==> config.mk <==
export PLATFORM = sky130hd
export DESIGN_NAME = fmc_top
export DESIGN_NICKNAME = d
export VERILOG_FILES = /design/src/hdl/fmc_pkg.sv /design/src/hdl/fmc_top.sv
export SDC_FILE = /design/constraint.sdc
export NUM_CORES = 1
export LEC_CHECK = 0
export ABC_AREA = 1
export CAP_MARGIN = 0
export CORE_AREA = 2 2 211 161
export CTS_CLUSTER_SIZE = 16
export DETAILED_ROUTE_END_ITERATION = 7
export DIE_AREA = 0 0 213 163
export DONT_BUFFER_PORTS = 1
export GPL_TIMING_DRIVEN = 0
export PLACE_DENSITY = 0.7
export SLEW_MARGIN = 5
export SYNTH_ARGS = -nofsm -noshare
export SYNTH_HDL_FRONTEND = slang
export SYNTH_SLANG_ARGS = --single-unit
==> constraint.sdc <==
create_clock -name core_clk_i -period 14.2 [get_ports core_clk_i]
set_input_delay 1.42 -clock core_clk_i [delete_from_list [all_inputs] [get_ports core_clk_i]]
set_output_delay 1.42 -clock core_clk_i [all_outputs]
set_load 0.005 [all_outputs]
==> src/hdl/fmc_pkg.sv <==
package fmc_pkg;

  // register byte offsets on the peripheral bus
  localparam logic [7:0] FMC_OFS_CMD = 8'h00;
  localparam logic [7:0] FMC_OFS_CTRLB = 8'h04;
  localparam logic [7:0] FMC_OFS_INTERRUPT_FLAG_REGISTER = 8'h08;
  localparam logic [7:0] FMC_OFS_STATUS = 8'h0c;
  localparam logic [7:0] FMC_OFS_ADDR = 8'h10;
  localparam logic [7:0] FMC_OFS_LOCK = 8'h14;

  // command register fields
  localparam int FMC_CMD_CODE_LSB = 0;
  localparam int FMC_CMD_KEY_LSB = 8;
  localparam logic [7:0] FMC_CMD_KEY = 8'h5a;

  // control register fields and reset value
  localparam int FMC_CB_RWS_LSB = 1;
  localparam int FMC_CB_MANW_BIT = 7;
  localparam int FMC_CB_SPRM_LSB = 8;
  localparam logic [31:0] FMC_CTRLB_RST = 32'h0000_0080;

  // flag and status bits
  localparam int FMC_IF_READY_BIT = 0;
  localparam int FMC_IF_ERROR_BIT = 1;
  localparam int FMC_ST_PRM_BIT = 0;
  localparam int FMC_ST_LOAD_BIT = 1;
  localparam int FMC_ST_LOCK_ERROR_FLAG_BIT = 2;

  // sleep power reduction settings
  localparam logic [1:0] FMC_SPRM_WAKE_ON_ACCESS = 2'h0;
  localparam logic [1:0] FMC_SPRM_WAKE_AT_EXIT = 2'h1;
  localparam logic [1:0] FMC_SPRM_DISABLED = 2'h3;

  // memory bus map
  localparam logic [31:0] FMC_RWW_BASE = 32'h0040_0000;
  localparam logic [31:0] FMC_RWW_BYTES = 32'h0000_2000;
  localparam logic [31:0] FMC_AUX_BASE = 32'h0080_0000;
  localparam logic [31:0] FMC_AUX_BYTES = 32'h0000_2000;
  localparam logic [31:0] FMC_BOOT_MAX_BYTES = 32'h0000_8000;
  localparam logic [31:0] FMC_EE_MAX_BYTES = 32'h0000_4000;

  // timing counts in core clock cycles
  localparam int FMC_POWERUP_CYCLES = 64;
  localparam int FMC_PROG_CYCLES = 400;
  localparam int FMC_ERASE_CYCLES = 1000;

  localparam logic [1:0] FMC_RESP_OKAY = 2'h0;
  localparam logic [1:0] FMC_RESP_SLVERR = 2'h2;

  typedef enum logic [1:0] {
    FMC_PH_POWERUP = 2'b00,
    FMC_PH_IDLE = 2'b01,
    FMC_PH_BUSY = 2'b10
  } fmc_phase_t;

  typedef enum logic [1:0] {
    FMC_SP_MAIN = 2'b00,
    FMC_SP_RWW = 2'b01,
    FMC_SP_AUX = 2'b10,
    FMC_SP_NONE = 2'b11
  } fmc_space_t;

  typedef enum logic [6:0] {
    FMC_CMD_ERASE_ROW = 7'h01,
    FMC_CMD_WRITE_PAGE = 7'h02,
    FMC_CMD_WRITE_AUX_PAGE = 7'h03,
    FMC_CMD_RWW_ERASE_ROW = 7'h04,
    FMC_CMD_RWW_WRITE_PAGE = 7'h05,
    FMC_CMD_LOCK_REGION = 7'h06,
    FMC_CMD_UNLOCK_REGION = 7'h07,
    FMC_CMD_SET_PRM = 7'h08,
    FMC_CMD_CLEAR_PRM = 7'h09,
    FMC_CMD_PBUF_CLEAR = 7'h0a
  } fmc_cmd_t;

  typedef struct packed {
    logic awvalid;
    logic [31:0] awaddr;
    logic wvalid;
    logic [31:0] wdata;
    logic [3:0] wstrb;
    logic bready;
    logic arvalid;
    logic [31:0] araddr;
    logic rready;
  } fmc_axi_req_t;

  typedef struct packed {
    logic awready;
    logic wready;
    logic bvalid;
    logic [1:0] bresp;
    logic arready;
    logic rvalid;
    logic [31:0] rdata;
    logic [1:0] rresp;
  } fmc_axi_rsp_t;

  typedef struct packed {
    logic req;
    logic we;
    logic dbg;
    logic [31:0] addr;
    logic [31:0] wdata;
  } fmc_mem_req_t;

  typedef struct packed {
    logic ack;
    logic err;
    logic [31:0] rdata;
  } fmc_mem_rsp_t;

  typedef struct packed {
    logic op_valid;
    logic [6:0] op;
    logic [31:0] op_addr;
    logic [31:0] raddr;
    logic pb_we;
    logic [31:0] pb_addr;
    logic [31:0] pb_wdata;
    logic lowpower;
  } fmc_flash_ctl_t;

endpackage : fmc_pkg

==> src/hdl/fmc_top.sv <==
// Contract
// - flash reads and page-buffer writes use a 32-bit memory-bus slave; all spaces mapped.
// - commands and settings come over a separate 32-bit peripheral-bus slave.
// - the read-while-write array may be programmed while the main array is read.
// - rows hold four pages; erase works on rows, programming on pages.
// - main array splits into 16 equal regions sized by memory size.
// - a lock bit per region blocks program and erase; defaults come from lock_default_i.
// - lock and unlock commands act on the region of the held address until reset.
// - held address is software writable and loaded by each memory-bus write.
// - lock state of every region is readable in the lock register.
// - default locks come from user configuration, applied only when the power-up sequence after reset ends.
// - boot rows protected by locks and boot size; eeprom rows always writable.
// - calibration and auxiliary space read like the main space.
// - power-up sequence stalls memory bus, then loads the default locks from lock_default_i.
// - reads and auto page writes by addressing; other operations by command.
// - a command needs code and key in one write; ready low until done.
// - commands written while ready is low are ignored.
// - read data returned only after the configured read wait states.
// - main reads stall during main program or erase, not during array-two operations.
// - sleep puts flash in low power as the sleep setting selects.
// - writable registers obey the access guard except flags and status.
// - with security set, flash is closed to external debug access.
// - row erase in a locked region is refused and sets the lock error flag.
// - in automatic mode writing the last page word starts the page program in the main and read-while-write spaces, not in auxiliary space.
module fmc_top #(
  parameter int FLASH_KB = 256,
  parameter int PAGE_BYTES = 64,
  parameter int POWERUP_CYCLES = fmc_pkg::FMC_POWERUP_CYCLES,
  parameter int PROG_CYCLES = fmc_pkg::FMC_PROG_CYCLES,
  parameter int ERASE_CYCLES = fmc_pkg::FMC_ERASE_CYCLES
) (
  input wire logic core_clk_i,
  input wire logic rst_i,
  input wire fmc_pkg::fmc_axi_req_t axi_i,
  output fmc_pkg::fmc_axi_rsp_t axi_o,
  input wire fmc_pkg::fmc_mem_req_t mem_i,
  output fmc_pkg::fmc_mem_rsp_t mem_o,
  input wire logic [31:0] flash_rdata_i,
  output fmc_pkg::fmc_flash_ctl_t flash_o,
  input wire logic guard_wp_i,
  input wire logic sleep_i,
  input wire logic security_i,
  input wire logic [2:0] boot_protect_size_i,
  input wire logic [2:0] eeprom_size_i,
  input wire logic [15:0] lock_default_i
);

  localparam logic [31:0] FLASH_BYTES = 32'(FLASH_KB * 1024);
  localparam int REG_SHIFT = $clog2(FLASH_KB * 1024 / 16);
  localparam int PAGE_SHIFT = $clog2(PAGE_BYTES);
  localparam logic [15:0] PROG_CNT = 16'(PROG_CYCLES);
  localparam logic [15:0] ERASE_CNT = 16'(ERASE_CYCLES);
  localparam logic [15:0] POWERUP_CNT = 16'(POWERUP_CYCLES);

  if (!(FLASH_KB == 32 || FLASH_KB == 64 || FLASH_KB == 128 || FLASH_KB == 256)) begin : g_bad_size
    $error("flash size must be 32, 64, 128 or 256 KB");
  end
  if (PAGE_BYTES < 8 || (1 << PAGE_SHIFT) != PAGE_BYTES) begin : g_bad_page
    $error("page size must be a power of two of at least 8 bytes");
  end
  if (PROG_CYCLES < 1 || ERASE_CYCLES < 1 || POWERUP_CYCLES < 1 || ERASE_CYCLES > 65535
      || PROG_CYCLES > 65535 || POWERUP_CYCLES > 65535) begin : g_bad_time
    $error("operation counts must lie between 1 and 65535");
  end

  typedef struct packed {
    fmc_pkg::fmc_phase_t phase;
    logic [15:0] cnt;
    logic busy_rww;
    logic ready;
    logic error;
    logic lock_error_flag;
    logic prm;
    logic load;
    logic [3:0] rws;
    logic manw;
    logic [1:0] sprm;
    logic [31:0] addr;
    logic [15:0] lock;
    logic aw_got;
    logic [7:0] aw_addr;
    logic w_got;
    logic [31:0] wdata;
    logic [3:0] wstrb;
    fmc_pkg::fmc_axi_rsp_t axi;
    logic rd_pend;
    logic [3:0] rd_cnt;
    fmc_pkg::fmc_mem_rsp_t mem;
    fmc_pkg::fmc_flash_ctl_t fl;
  } fmc_state_t;

  fmc_state_t s;
  fmc_state_t next_s;

  function automatic fmc_pkg::fmc_space_t space_of(input logic [31:0] a);
    if (a < FLASH_BYTES) begin
      return fmc_pkg::FMC_SP_MAIN;
    end else if (a >= fmc_pkg::FMC_RWW_BASE && a < fmc_pkg::FMC_RWW_BASE + fmc_pkg::FMC_RWW_BYTES) begin
      return fmc_pkg::FMC_SP_RWW;
    end else if (a >= fmc_pkg::FMC_AUX_BASE && a < fmc_pkg::FMC_AUX_BASE + fmc_pkg::FMC_AUX_BYTES) begin
      return fmc_pkg::FMC_SP_AUX;
    end else begin
      return fmc_pkg::FMC_SP_NONE;
    end
  endfunction : space_of

  function automatic logic [3:0] region_of(input logic [31:0] a);
    return a[REG_SHIFT +: 4];
  endfunction : region_of

  function automatic logic is_protected(input logic [31:0] a, input logic [15:0] lk,
                                        input logic [2:0] bp, input logic [2:0] ee);
    logic [31:0] boot_bytes;
    logic [31:0] ee_bytes;
    boot_bytes = (bp == 3'h7) ? 32'h0 : (fmc_pkg::FMC_BOOT_MAX_BYTES >> bp);
    ee_bytes = (ee == 3'h7) ? 32'h0 : (fmc_pkg::FMC_EE_MAX_BYTES >> ee);
    if (a < boot_bytes) begin
      return 1'b1;
    end
    if (a >= FLASH_BYTES - ee_bytes) begin
      return 1'b0;
    end
    return lk[region_of(a)];
  endfunction : is_protected

  function automatic logic [31:0] merge_strb(input logic [31:0] old, input logic [31:0] nw,
                                             input logic [3:0] strb);
    logic [31:0] r;
    r = old;
    for (int i = 0; i < 4; i++) begin
      if (strb[i]) begin
        r[i*8 +: 8] = nw[i*8 +: 8];
      end
    end
    return r;
  endfunction : merge_strb

  logic [31:0] ctrlb_word;
  logic [31:0] interrupt_flag_register_word;
  logic [31:0] status_word;

  always_comb begin
    ctrlb_word = 32'h0;
    ctrlb_word[fmc_pkg::FMC_CB_RWS_LSB +: 4] = s.rws;
    ctrlb_word[fmc_pkg::FMC_CB_MANW_BIT] = s.manw;
    ctrlb_word[fmc_pkg::FMC_CB_SPRM_LSB +: 2] = s.sprm;
    interrupt_flag_register_word = 32'h0;
    interrupt_flag_register_word[fmc_pkg::FMC_IF_READY_BIT] = s.ready;
    interrupt_flag_register_word[fmc_pkg::FMC_IF_ERROR_BIT] = s.error;
    status_word = 32'h0;
    status_word[fmc_pkg::FMC_ST_PRM_BIT] = s.prm;
    status_word[fmc_pkg::FMC_ST_LOAD_BIT] = s.load;
    status_word[fmc_pkg::FMC_ST_LOCK_ERROR_FLAG_BIT] = s.lock_error_flag;
  end

  always_comb begin
    logic start_req;
    logic [6:0] start_code;
    logic [31:0] start_addr;
    logic cmd_write;
    logic [31:0] wr_word;
    logic [31:0] ma;
    fmc_pkg::fmc_space_t sp;
    logic stall_rd;
    logic stall_wr;
    start_req = 1'b0;
    start_code = 7'h0;
    start_addr = 32'h0;
    cmd_write = s.aw_got && s.w_got && !s.axi.bvalid;
    wr_word = 32'h0;
    ma = mem_i.addr;
    sp = space_of(mem_i.addr);
    stall_rd = s.phase == fmc_pkg::FMC_PH_POWERUP || (s.phase == fmc_pkg::FMC_PH_BUSY
               && (!s.busy_rww || sp == fmc_pkg::FMC_SP_RWW));
    stall_wr = s.phase != fmc_pkg::FMC_PH_IDLE || cmd_write;
    next_s = s;
    next_s.fl.op_valid = 1'b0;
    next_s.fl.pb_we = 1'b0;
    next_s.mem.ack = 1'b0;
    next_s.mem.err = 1'b0;

    // operation timing and power-up sequence
    case (s.phase)
      fmc_pkg::FMC_PH_POWERUP: begin
        if (s.cnt == POWERUP_CNT - 16'h1) begin
          next_s.phase = fmc_pkg::FMC_PH_IDLE;
          next_s.ready = 1'b1;
          next_s.lock = lock_default_i;
        end else begin
          next_s.cnt = s.cnt + 16'h1;
        end
      end
      fmc_pkg::FMC_PH_BUSY: begin
        if (s.cnt == 16'h1) begin
          next_s.phase = fmc_pkg::FMC_PH_IDLE;
          next_s.ready = 1'b1;
          next_s.busy_rww = 1'b0;
        end else begin
          next_s.cnt = s.cnt - 16'h1;
        end
      end
      default: begin
      end
    endcase

    // peripheral bus write channel
    if (axi_i.awvalid && s.axi.awready) begin
      next_s.aw_got = 1'b1;
      next_s.aw_addr = axi_i.awaddr[7:0];
    end
    if (axi_i.wvalid && s.axi.wready) begin
      next_s.w_got = 1'b1;
      next_s.wdata = axi_i.wdata;
      next_s.wstrb = axi_i.wstrb;
    end
    if (s.axi.bvalid && axi_i.bready) begin
      next_s.axi.bvalid = 1'b0;
    end
    if (cmd_write) begin
      next_s.aw_got = 1'b0;
      next_s.w_got = 1'b0;
      next_s.axi.bvalid = 1'b1;
      next_s.axi.bresp = fmc_pkg::FMC_RESP_OKAY;
      if (s.aw_addr == fmc_pkg::FMC_OFS_INTERRUPT_FLAG_REGISTER) begin
        if (s.wstrb[0] && s.wdata[fmc_pkg::FMC_IF_ERROR_BIT]) begin
          next_s.error = 1'b0;
        end
      end else if (s.aw_addr == fmc_pkg::FMC_OFS_STATUS) begin
        if (s.wstrb[0] && s.wdata[fmc_pkg::FMC_ST_LOCK_ERROR_FLAG_BIT]) begin
          next_s.lock_error_flag = 1'b0;
        end
      end else if (s.aw_addr == fmc_pkg::FMC_OFS_LOCK) begin
        next_s.axi.bresp = fmc_pkg::FMC_RESP_SLVERR;
      end else if (s.aw_addr != fmc_pkg::FMC_OFS_CMD && s.aw_addr != fmc_pkg::FMC_OFS_CTRLB
                   && s.aw_addr != fmc_pkg::FMC_OFS_ADDR) begin
        next_s.axi.bresp = fmc_pkg::FMC_RESP_SLVERR;
      end else if (guard_wp_i) begin
        next_s.axi.bresp = fmc_pkg::FMC_RESP_SLVERR;
      end else if (s.aw_addr == fmc_pkg::FMC_OFS_CTRLB) begin
        wr_word = merge_strb(ctrlb_word, s.wdata, s.wstrb);
        next_s.rws = wr_word[fmc_pkg::FMC_CB_RWS_LSB +: 4];
        next_s.manw = wr_word[fmc_pkg::FMC_CB_MANW_BIT];
        next_s.sprm = wr_word[fmc_pkg::FMC_CB_SPRM_LSB +: 2];
      end else if (s.aw_addr == fmc_pkg::FMC_OFS_ADDR) begin
        next_s.addr = merge_strb(s.addr, s.wdata, s.wstrb);
      end else begin
        if (s.wstrb[1:0] == 2'b11 && s.wdata[fmc_pkg::FMC_CMD_KEY_LSB +: 8] == fmc_pkg::FMC_CMD_KEY
            && s.ready && s.phase == fmc_pkg::FMC_PH_IDLE) begin
          start_req = 1'b1;
          start_code = s.wdata[fmc_pkg::FMC_CMD_CODE_LSB +: 7];
          start_addr = s.addr;
        end
      end
    end

    // peripheral bus read channel
    if (s.axi.rvalid && axi_i.rready) begin
      next_s.axi.rvalid = 1'b0;
    end
    if (axi_i.arvalid && s.axi.arready) begin
      next_s.axi.rvalid = 1'b1;
      next_s.axi.rresp = fmc_pkg::FMC_RESP_OKAY;
      if (axi_i.araddr[7:0] == fmc_pkg::FMC_OFS_CMD) begin
        next_s.axi.rdata = 32'h0;
      end else if (axi_i.araddr[7:0] == fmc_pkg::FMC_OFS_CTRLB) begin
        next_s.axi.rdata = ctrlb_word;
      end else if (axi_i.araddr[7:0] == fmc_pkg::FMC_OFS_INTERRUPT_FLAG_REGISTER) begin
        next_s.axi.rdata = interrupt_flag_register_word;
      end else if (axi_i.araddr[7:0] == fmc_pkg::FMC_OFS_STATUS) begin
        next_s.axi.rdata = status_word;
      end else if (axi_i.araddr[7:0] == fmc_pkg::FMC_OFS_ADDR) begin
        next_s.axi.rdata = s.addr;
      end else if (axi_i.araddr[7:0] == fmc_pkg::FMC_OFS_LOCK) begin
        next_s.axi.rdata = {16'h0, s.lock};
      end else begin
        next_s.axi.rdata = 32'h0;
        next_s.axi.rresp = fmc_pkg::FMC_RESP_SLVERR;
      end
    end

    // memory bus
    if (s.rd_pend) begin
      if (s.rd_cnt == 4'h0) begin
        next_s.rd_pend = 1'b0;
        next_s.mem.ack = 1'b1;
        next_s.mem.rdata = flash_rdata_i;
      end else begin
        next_s.rd_cnt = s.rd_cnt - 4'h1;
      end
    end else if (mem_i.req && !s.mem.ack) begin
      if (sp == fmc_pkg::FMC_SP_NONE || (security_i && mem_i.dbg)) begin
        next_s.mem.ack = 1'b1;
        next_s.mem.err = 1'b1;
        next_s.mem.rdata = 32'h0;
      end else if (mem_i.we) begin
        if (!stall_wr) begin
          next_s.addr = ma;
          next_s.fl.pb_we = 1'b1;
          next_s.fl.pb_addr = ma;
          next_s.fl.pb_wdata = mem_i.wdata;
          next_s.load = 1'b1;
          next_s.mem.ack = 1'b1;
          if (!s.manw && ma[PAGE_SHIFT-1:2] == '1 && sp != fmc_pkg::FMC_SP_AUX) begin
            start_req = 1'b1;
            start_addr = ma;
            start_code = (sp == fmc_pkg::FMC_SP_RWW) ? fmc_pkg::FMC_CMD_RWW_WRITE_PAGE
                                                      : fmc_pkg::FMC_CMD_WRITE_PAGE;
          end
        end
      end else if (!stall_rd) begin
        next_s.rd_pend = 1'b1;
        next_s.rd_cnt = s.rws;
        next_s.fl.raddr = ma;
      end
    end

    // command execution
    if (start_req) begin
      next_s.ready = 1'b0;
      next_s.phase = fmc_pkg::FMC_PH_BUSY;
      next_s.busy_rww = 1'b0;
      next_s.cnt = 16'h1;
      next_s.fl.op_valid = 1'b1;
      next_s.fl.op = start_code;
      next_s.fl.op_addr = start_addr;
      case (start_code)
        fmc_pkg::FMC_CMD_ERASE_ROW: begin
          if (is_protected(start_addr, s.lock, boot_protect_size_i, eeprom_size_i)) begin
            next_s.lock_error_flag = 1'b1;
            next_s.fl.op_valid = 1'b0;
          end else begin
            next_s.cnt = ERASE_CNT;
            next_s.fl.op_addr = {start_addr[31:PAGE_SHIFT+2], {(PAGE_SHIFT+2){1'b0}}};
          end
        end
        fmc_pkg::FMC_CMD_WRITE_PAGE: begin
          if (is_protected(start_addr, s.lock, boot_protect_size_i, eeprom_size_i)) begin
            next_s.lock_error_flag = 1'b1;
            next_s.fl.op_valid = 1'b0;
          end else begin
            next_s.cnt = PROG_CNT;
            next_s.load = 1'b0;
            next_s.fl.op_addr = {start_addr[31:PAGE_SHIFT], {PAGE_SHIFT{1'b0}}};
          end
        end
        fmc_pkg::FMC_CMD_WRITE_AUX_PAGE: begin
          next_s.cnt = PROG_CNT;
          next_s.load = 1'b0;
        end
        fmc_pkg::FMC_CMD_RWW_ERASE_ROW: begin
          next_s.cnt = ERASE_CNT;
          next_s.busy_rww = 1'b1;
        end
        fmc_pkg::FMC_CMD_RWW_WRITE_PAGE: begin
          next_s.cnt = PROG_CNT;
          next_s.busy_rww = 1'b1;
          next_s.load = 1'b0;
        end
        fmc_pkg::FMC_CMD_LOCK_REGION: begin
          next_s.lock[region_of(start_addr)] = 1'b1;
        end
        fmc_pkg::FMC_CMD_UNLOCK_REGION: begin
          next_s.lock[region_of(start_addr)] = 1'b0;
        end
        fmc_pkg::FMC_CMD_SET_PRM: begin
          next_s.prm = 1'b1;
        end
        fmc_pkg::FMC_CMD_CLEAR_PRM: begin
          next_s.prm = 1'b0;
        end
        fmc_pkg::FMC_CMD_PBUF_CLEAR: begin
          next_s.load = 1'b0;
        end
        default: begin
          next_s.error = 1'b1;
          next_s.fl.op_valid = 1'b0;
        end
      endcase
    end

    next_s.fl.lowpower = s.prm || (sleep_i && s.sprm != fmc_pkg::FMC_SPRM_DISABLED);
    next_s.axi.awready = !next_s.aw_got && !next_s.axi.bvalid;
    next_s.axi.wready = !next_s.w_got && !next_s.axi.bvalid;
    next_s.axi.arready = !next_s.axi.rvalid;
  end

  always_ff @(posedge core_clk_i or posedge rst_i) begin
    if (rst_i) begin
      s <= '0;
      s.phase <= fmc_pkg::FMC_PH_POWERUP;
      s.manw <= fmc_pkg::FMC_CTRLB_RST[fmc_pkg::FMC_CB_MANW_BIT];
      s.rws <= fmc_pkg::FMC_CTRLB_RST[fmc_pkg::FMC_CB_RWS_LSB +: 4];
      s.sprm <= fmc_pkg::FMC_CTRLB_RST[fmc_pkg::FMC_CB_SPRM_LSB +: 2];
    end else begin
      s <= next_s;
    end
  end

  assign axi_o = s.axi;
  assign mem_o = s.mem;
  assign flash_o = s.fl;

endmodule : fmc_top

==> impl_metrics.csv, run 1 <==
group,metric,value,unit
timing,period_share,37.0,%
global_route,grt_usage,31.2,%
timing,slew_headroom,39.0,%
clock_network,cts_resized,0,
setup_path,regToRegSetupSlack,9.24,ns
drt,firstDrtPassIters,6,
drt,wirelength,54.5,mm
timing,clock_skew,0.0253,ns
setup_path,r2r-end,"s[331]",
min_path,whs_endpoint,"flash_o[64]",
setup_path,path_buf_inv,4,
clock_network,htreeDepth,2,
clock_network,cts_made_buffers,37,
synthesis,synthCells,2171,
pwr,power_leakage,10.1,nW
timing,hold_viol,0,
setup_path,startpoint_type,"input pin",
timing,rsz0062_at_grt,"no",
timing,worst_slew_pin_slew,0.915,ns
setup_path,cp.arrival,5.67,ns
cells_and_area,drive_gt1_share,16.7,%
cells_and_area,final_cells,2693,
clock_network,holdBufCountCts,0,
drt,via_per_inst,5.49,
synthesis,synth_edf_count,0,
synthesis,synth.distinct_cells,58,
cells_and_area,num-fill-cells,2997,
cells_and_area,post-route-util,60.0,%
min_path,hold_path.class,"reg -> reg",
clock_network,cts_setup_buffers,0,
setup_path,crit_chain,"inv_1 > nand3_1 > nor2_1 > o21ai_2 > nor2_4 > nand2_2 > inv_1 > nand2_1 > o21ai_0 > ha_1 > o21ai_0 > nand2_1 > a21oi_1 > nor3_1 > a2111oi_1 > clkdlybuf4s18_2 > o211ai_1 > nor2_1 > nand4_2 > nand3_4 > nand3_1 > nand2_1 > inv_1",
setup_path,crit_required,14.62,ns
timing,clock.fmax,190,MHz
drt,dr_total_vias,14800,
setup_path,worstPathMaxFanout,7,
timing,period_minus_slack,5.25,ns
cells_and_area,area_growth,11.1,%
drt,drc,0,
floorplanning,dieArea,0.0347,mm2
global_route,grt_pass1_vias,13800,
timing,whs,0.472,ns
synthesis,synth.cell_area,0.0177,mm2
synthesis,yosys-top-cells-area,"dfrtp_1, nand2_1, buf_4",
timing,worst_slack,8.95,ns
synthesis,synthFlopType,"dfrtp_1",
synthesis,synth_area_per_cell,8.17,um2
floorplanning,placementRows,58,
clock_network,cts.clk_slew.worst_paths,0.06,ns
floorplanning,die_h,163,um
global_route,grt_max_degree,113,
placement,dpl_worst_slack,8.48,ns
placement,dpl.hpwl,42.3,mm
synthesis,yosysTopAreaCell,"dfrtp_1",
clock_network,clock_sinks,340,
floorplanning,io_pins,444,
status,outcome,"complete, no violations",
setup_path,max_stage_delay,0.51,ns
setup_path,critPathKind,"in -> reg",
clock_network,cts_tree,"yes",
drt,ant_nets,0,
placement,dp.cells,2626,
clock_network,cts_root_buf,"clkbuf_16",
synthesis,yosysSeqAreaShare,47.9,%
clock_network,insertion_delay,0.54,ns
global_route,grt_pass1_wl,81.7,mm
floorplanning,die_w,213,um
clock_network,clockBufferDepth,3,
pwr,power_density,121,mW/mm2
synthesis,synth_warnings,0,
cells_and_area,num-nets-final,2469,
placement,numPortBuffers,0,
setup_path,crit_family,"simple AND/OR/NAND/NOR gates",
synthesis,synth.top_cell.area_share,47.8,%
synthesis,synth_seq_cells,340,
floorplanning,core,0.0329,mm2
min_path,min_from,"flash_o[64]",
cells_and_area,n_antenna_cell,0,
global_route,grt-ovfl-total,0,
drt,drtIter0Drc,1504,
global_route,antenna_found_initial,0,
pwr,p_total,2.39,mW
synthesis,async_reset_ff_share,100,%
setup_path,rr_worst_depth,22,
setup_path,rr_startpoint,"s[341]",
min_path,holdPathStages,2,
timing,finalMaxSlewViolations,0,
setup_path,worst_setup_path_end_kind,"register",
pwr,peakVddDrop,119,uV
floorplanning,initial_core_util,54.0,%
run,maxCapViolCount,0,
placement,gp_congestion,0.966,
drt,wl_per_cell,20.2,um
timing,finalSetupViolCount,0,
setup_path,crit_path_top_delay_cell,"o21ai_0",
## stage by stage
step / area, um2 / setup TNS [ns]
6_report: 19700 / 0
5_1_grt: 19700 / 0
4_1_cts: 19700 / 0
3_5_place_dp: 18400 / 0
3_3_place_gp: 18300 / -71.43
2_1_floorplan: 17800 / 0
## logic make-up after synthesis
family,Yosys count,synth area share (%)
multiplexers,10,0.620
flip-flops,340,47.9
AND/OR/NAND/NOR,903,21.7
other,1,0.0211
XOR/XNOR,13,0.642
buffers and inverters,511,15.6
adder cells (fa/ha/maj),23,1.62
AO/OA/AOI/OAI,370,11.9
## worst register-to-register path: stages (launching register included)
cell	delay [ns]
dfrtp_1	0.49
nand2_1	0.23
nor2_1	0.36
nand2_1	0.27
nor2_2	0.22
nand2_2	0.19
inv_1	0.16
nand2_1	0.15
o21ai_0	0.51
ha_1	0.33
o21ai_0	0.15
nand2_1	0.07
a21oi_1	0.12
nor3_1	0.06
a2111oi_1	0.29
clkdlybuf4s18_2	0.33
o211ai_1	0.11
nor2_1	0.14
nand4_2	0.23
nand3_4	0.24
nand3_1	0.09
nand2_1	0.06
inv_1	0.03
## power breakdown
part,switching (mW),total (mW),internal (mW)
combinational,0.185,0.256,0.0709
clock,0.404,1.04,0.634
sequential,0.0510,1.10,1.04
## flip-flops by register name (all words and copies together), names as in the netlist
name                          count
flash_o                         138
s                               121
axi_o                            39
mem_o                            34
ctrlb_word                        7
interrupt_flag_register_word      1
## placed cells by master, fill, tap and decap left out, types with 4 or more instances in the layout
cell       instances
buf_6              5
mux2_2             8
bufinv_16          6
buf_4            213
nand4_1           24
o221ai_1          11
clkbuf_8           4
a31oi_1            5
clkbuf_16         39
inv_2             17
inv_4              4
a21o_1             7
ha_1              23
o21ai_0          232
nor2_2             8
xor2_1            10
clkinv_2           8
a21oi_1           43
o21ai_1           16
nand2_1          600
nor4_1             7
nor3_1            20
inv_1            205
o22ai_1           18
nand2_2            7
nor2_1           141
dfrtp_1          339
clkbuf_1          66
or2_2              5
o211ai_1           4
nand3_1           63
o31ai_1            6
nand3_2            5
o21ai_2            5
nor2_4             8
## cell type report
| type | count | area [um2] | share of cell area, % |
|---|---|---|---|
| well taps | 450 | 563 | 2.85 |
| clock buffers | 49 | 1050 | 5.34 |
| multi-input cells | 1321 | 6470 | 32.8 |
| clock inverters | 18 | 253 | 1.28 |
| repair buffers | 4 | 92.6 | 0.469 |
| plain buffers | 282 | 1900 | 9.63 |
| inverters | 229 | 877 | 4.45 |
| flip-flops and latches | 340 | 8510 | 43.1 |
## cell usage after synthesis (3+ instances only)
cell / n
nand4_1: 24
nand2_4: 3
ha_1: 23
buf_2: 3
inv_2: 17
inv_4: 4
o221ai_1: 11
nor2_1: 141
nor3_2: 3
nand3_1: 63
nor4_1: 7
xor2_1: 10
nor2_4: 8
nand4_2: 3
nand2_1: 600
clkbuf_1: 60
xnor2_1: 3
a21oi_2: 3
buf_6: 5
a22o_1: 3
o21ai_2: 5
buf_4: 213
mux2_2: 8
inv_1: 206
o31ai_1: 6
dfrtp_1: 339
a31oi_1: 5
nor2_2: 8
nand3_2: 5
o22ai_1: 18
a21oi_1: 43
nor3_1: 20
a21o_1: 7
nand2_2: 7
o211ai_1: 4
o21ai_0: 232
o21ai_1: 16
or2_2: 5
## routing by layer
metal,GRT usage (%),wire [um],part of all wire (%)
met5,0,0,0
met4,9.12,1430,2.6
met3,9.43,6200,11
met2,43.6,22700,42
met1,46.4,24200,44
## how the worst max path moves through the flow
stage	slack, ns	cells past startpoint	endpoint	start
4_1_cts	9.01	23	s[328]	mem_i[45]
2_1_floorplan	3.36	1	axi_o[10]	rst_i
5_1_grt	8.59	24	s[331]	mem_i[66]
3_3_place_gp	-0.25	1	flash_o[17]	rst_i
6_report	8.95	23	s[331]	mem_i[45]
3_5_place_dp	8.48	23	s[334]	mem_i[45]
No activity file was read; power rests on OpenSTA's default activity.
==> inputs of run 2 (changes only) <==
- ABC_AREA: 1 -> 0
- CORE_AREA: 2 2 211 161 -> 2 2 207 158
- DIE_AREA: 0 0 213 163 -> 0 0 209 160
- clock period: 14.2 -> 5.37 ns (I/O delays scaled with it)
==> run 2 against run 1 <==
  * Cell area decreased by 3.1%
  * Global-route usage decreased by 1.7 points
  * Hold slack got worse by 0.37 ns
  * Clock skew rose by 0.0060 ns
  * Clock power increased to 2.5 times the previous value
  * First-iteration DRC count down 34%
  * Die area down 3.7%
  * Largest power group unchanged
  * Highest routed layer is now met5
==> impl_metrics.csv, run 2 <==
group,metric,value,unit
status,outcome,"complete, no violations",
cells_and_area,regArea,0.00851,mm2
setup_path,critPathKind,"reg -> reg",
timing,tns,0,ns
global_route,grt_max_degree,42,
timing,period_share,92.4,%
timing,worst_slew_pin_slew,1.34,ns
synthesis,synth_edf_count,0,
synthesis,yosysMostFrequentCell,"nand2_1",
clock_network,cts_tree,"yes",
setup_path,crit_required,5.82,ns
timing,worst_slack,0.410,ns
synthesis,yosys-top-cells-area,"dfrtp_1, buf_4, nand2_1",
placement,numPortBuffers,0,
clock_network,holdBufCountCts,1,
timing,whs,0.0990,ns
setup_path,cp.arrival,5.41,ns
synthesis,synth.top_cell.area_share,49.5,%
cells_and_area,area_growth,11.5,%
cells_and_area,largest_register_ffs,138,
cells_and_area,multi_input_area,0.00666,mm2
drt,via_per_inst,5.69,
cells_and_area,num-fill-cells,2724,
floorplanning,dieArea,0.0334,mm2
min_path,hold_path.class,"in -> reg",
global_route,grt-ovfl-total,0,
cells_and_area,post-route-util,60.2,%
setup_path,worstPathMaxFanout,10,
placement,dpl.hpwl,37.7,mm
pwr,power_density,329,mW/mm2
pwr,peakVddDrop,290,uV
drt,drtIter0Drc,993,
clock_network,cts_resized,0,
synthesis,synth.cell_area,0.0171,mm2
drt,firstDrtPassIters,5,
clock_network,clockBufferDepth,3,
synthesis,synthCells,1788,
timing,hold_viol,0,
pwr,power_leakage,9.67,nW
drt,ant_nets,0,
run,maxCapViolCount,0,
timing,clock_skew,0.0313,ns
clock_network,htreeDepth,2,
clock_network,cts_setup_buffers,0,
setup_path,worst_setup_path_end_kind,"register",
drt,drc,0,
timing,period_minus_slack,4.96,ns
drt,wl_per_cell,21.5,um
clock_network,insertion_delay,0.55,ns
setup_path,startpoint_type,"register",
cells_and_area,final_common_cell,"nand2_1",
floorplanning,placementRows,57,
synthesis,synth_area_per_cell,9.58,um2
synthesis,synth_seq_cells,340,
synthesis,yosysSeqAreaShare,49.7,%
clock_network,clock_sinks,340,
cells_and_area,final_cell_mix,"nand2_1, dfrtp_1, buf_4",
floorplanning,initial_core_util,54.0,%
timing,rsz0062_at_grt,"no",
clock_network,cts_root_buf,"clkbuf_16",
floorplanning,io_pins,444,
placement,gp_congestion,0.928,
floorplanning,die_h,160,um
cells_and_area,drive_gt1_share,20.5,%
synthesis,yosysTopAreaCell,"dfrtp_1",
synthesis,synthFlopType,"dfrtp_1",
global_route,grt_pass1_wl,75.7,mm
synthesis,synth_warnings,0,
clock_network,cts.clk_slew.worst_paths,0.07,ns
synthesis,synth.distinct_cells,76,
placement,dpl_worst_slack,0.565,ns
timing,slew_headroom,10.7,%
synthesis,synthTopCellsByCount,"nand2_1, dfrtp_1, buf_4, o21ai_0, nand3_1",
clock_network,cts_made_buffers,35,
floorplanning,die_w,209,um
global_route,grt_usage,29.5,%
timing,finalMaxSlewViolations,0,
drt,dr_total_vias,13000,
cells_and_area,num-nets-final,2090,
drt,wirelength,49.0,mm
global_route,grt_pass1_vias,12600,
global_route,antenna_found_initial,8,
floorplanning,core,0.0317,mm2
timing,finalSetupViolCount,0,
synthesis,async_reset_ff_share,100,%
timing,clock.fmax,202,MHz
[run 2: cell count changes after synthesis, sizes merged, moves of 46 or more]
cell / previous run / this run
inv: 227 / 21
nand2: 610 / 424
o21ai: 253 / 105
nor2: 159 / 63
mux2: 8 / 67
mux2i: 2 / 48
[run 2: power by group]
part           leakage, nW  total [mW]  switching (mW)  internal (mW)
combinational         4.52       0.664           0.363          0.301
sequential            4.54        2.97           0.202           2.77
clock                0.612        2.65            1.05           1.60
total                 9.67        6.29            1.62           4.67
[run 2: per-layer routing]
layer / part of all wire (%) / GRT usage [%] / up-vias
met1: 44 / 42.0 / 6405
met5: 0.12 / 0 / -
met3: 8.7 / 7.96 / 86
li1: - / - / 5974
met4: 2.7 / 8.99 / 10
met2: 45 / 44.3 / 500
[run 2: worst max-delay path: stages, from the launching register on]
cell	delay (ns)
dfrtp_1	0.31
buf_2	0.26
nor2b_2	0.25
nand4b_2	0.22
nor4_2	0.70
clkbuf_1	0.49
a22o_1	0.35
ha_1	0.17
o21a_1	0.11
o21ai_0	0.07
nand2b_1	0.08
a21oi_1	0.09
o21ai_0	0.18
a21oi_1	0.09
o21ai_0	0.46
a31oi_4	0.12
o311ai_1	0.68
a21oi_1	0.08
nor2_1	0.13
[run 2: worst paths after layout]
kind,startpoint,end,slack (ns),depth (start not counted)
min in group asynchronous,rst_i,flash_o[72],0.58,2
worst max-delay path,s[341],s[329],0.41,18
worst min register to register,mem_o[20],mem_o[20],0.47,2
worst max register to register,s[341],s[329],0.41,18
worst min-delay path,mem_i[0],flash_o[1],0.1,2
max in group asynchronous,rst_i,flash_o[22],3.38,6
[run 2: cells by family (layout without fill, tap and decap cells)]
kind of cell,Yosys count,count (layout),share of synthesized area (%)
xor+xnor,13,13,0.665
compound gates,264,264,9.80
mux,115,115,7.21
flops,340,340,49.7
buf+inv,311,385,11.5
simple gates,721,721,19.5
other cells,1,6,0.0219
fa+ha+maj,23,23,1.68
[run 2: final cells by class]
class                   instances  area share, %
plain buffers                 290           9.90
flip-flops and latches        340           44.5
well taps                     413           2.71
clock buffers                  48           5.21
inverters                      21          0.432
clock inverters                16           1.32
repair buffers                 10          0.996
diodes                          4         0.0524
multi-input cells            1138           34.8
[run 2: metrics by stage]
stage               instance area, um2  instances  power, mW
finish                           19100       2280       6.29
global route                     19100       2277       6.52
CTS                              19100       2276       6.33
detailed placement               17800       2211       3.67
global placement                 17700       2202       3.63
floorplan                        17100       1789       3.43
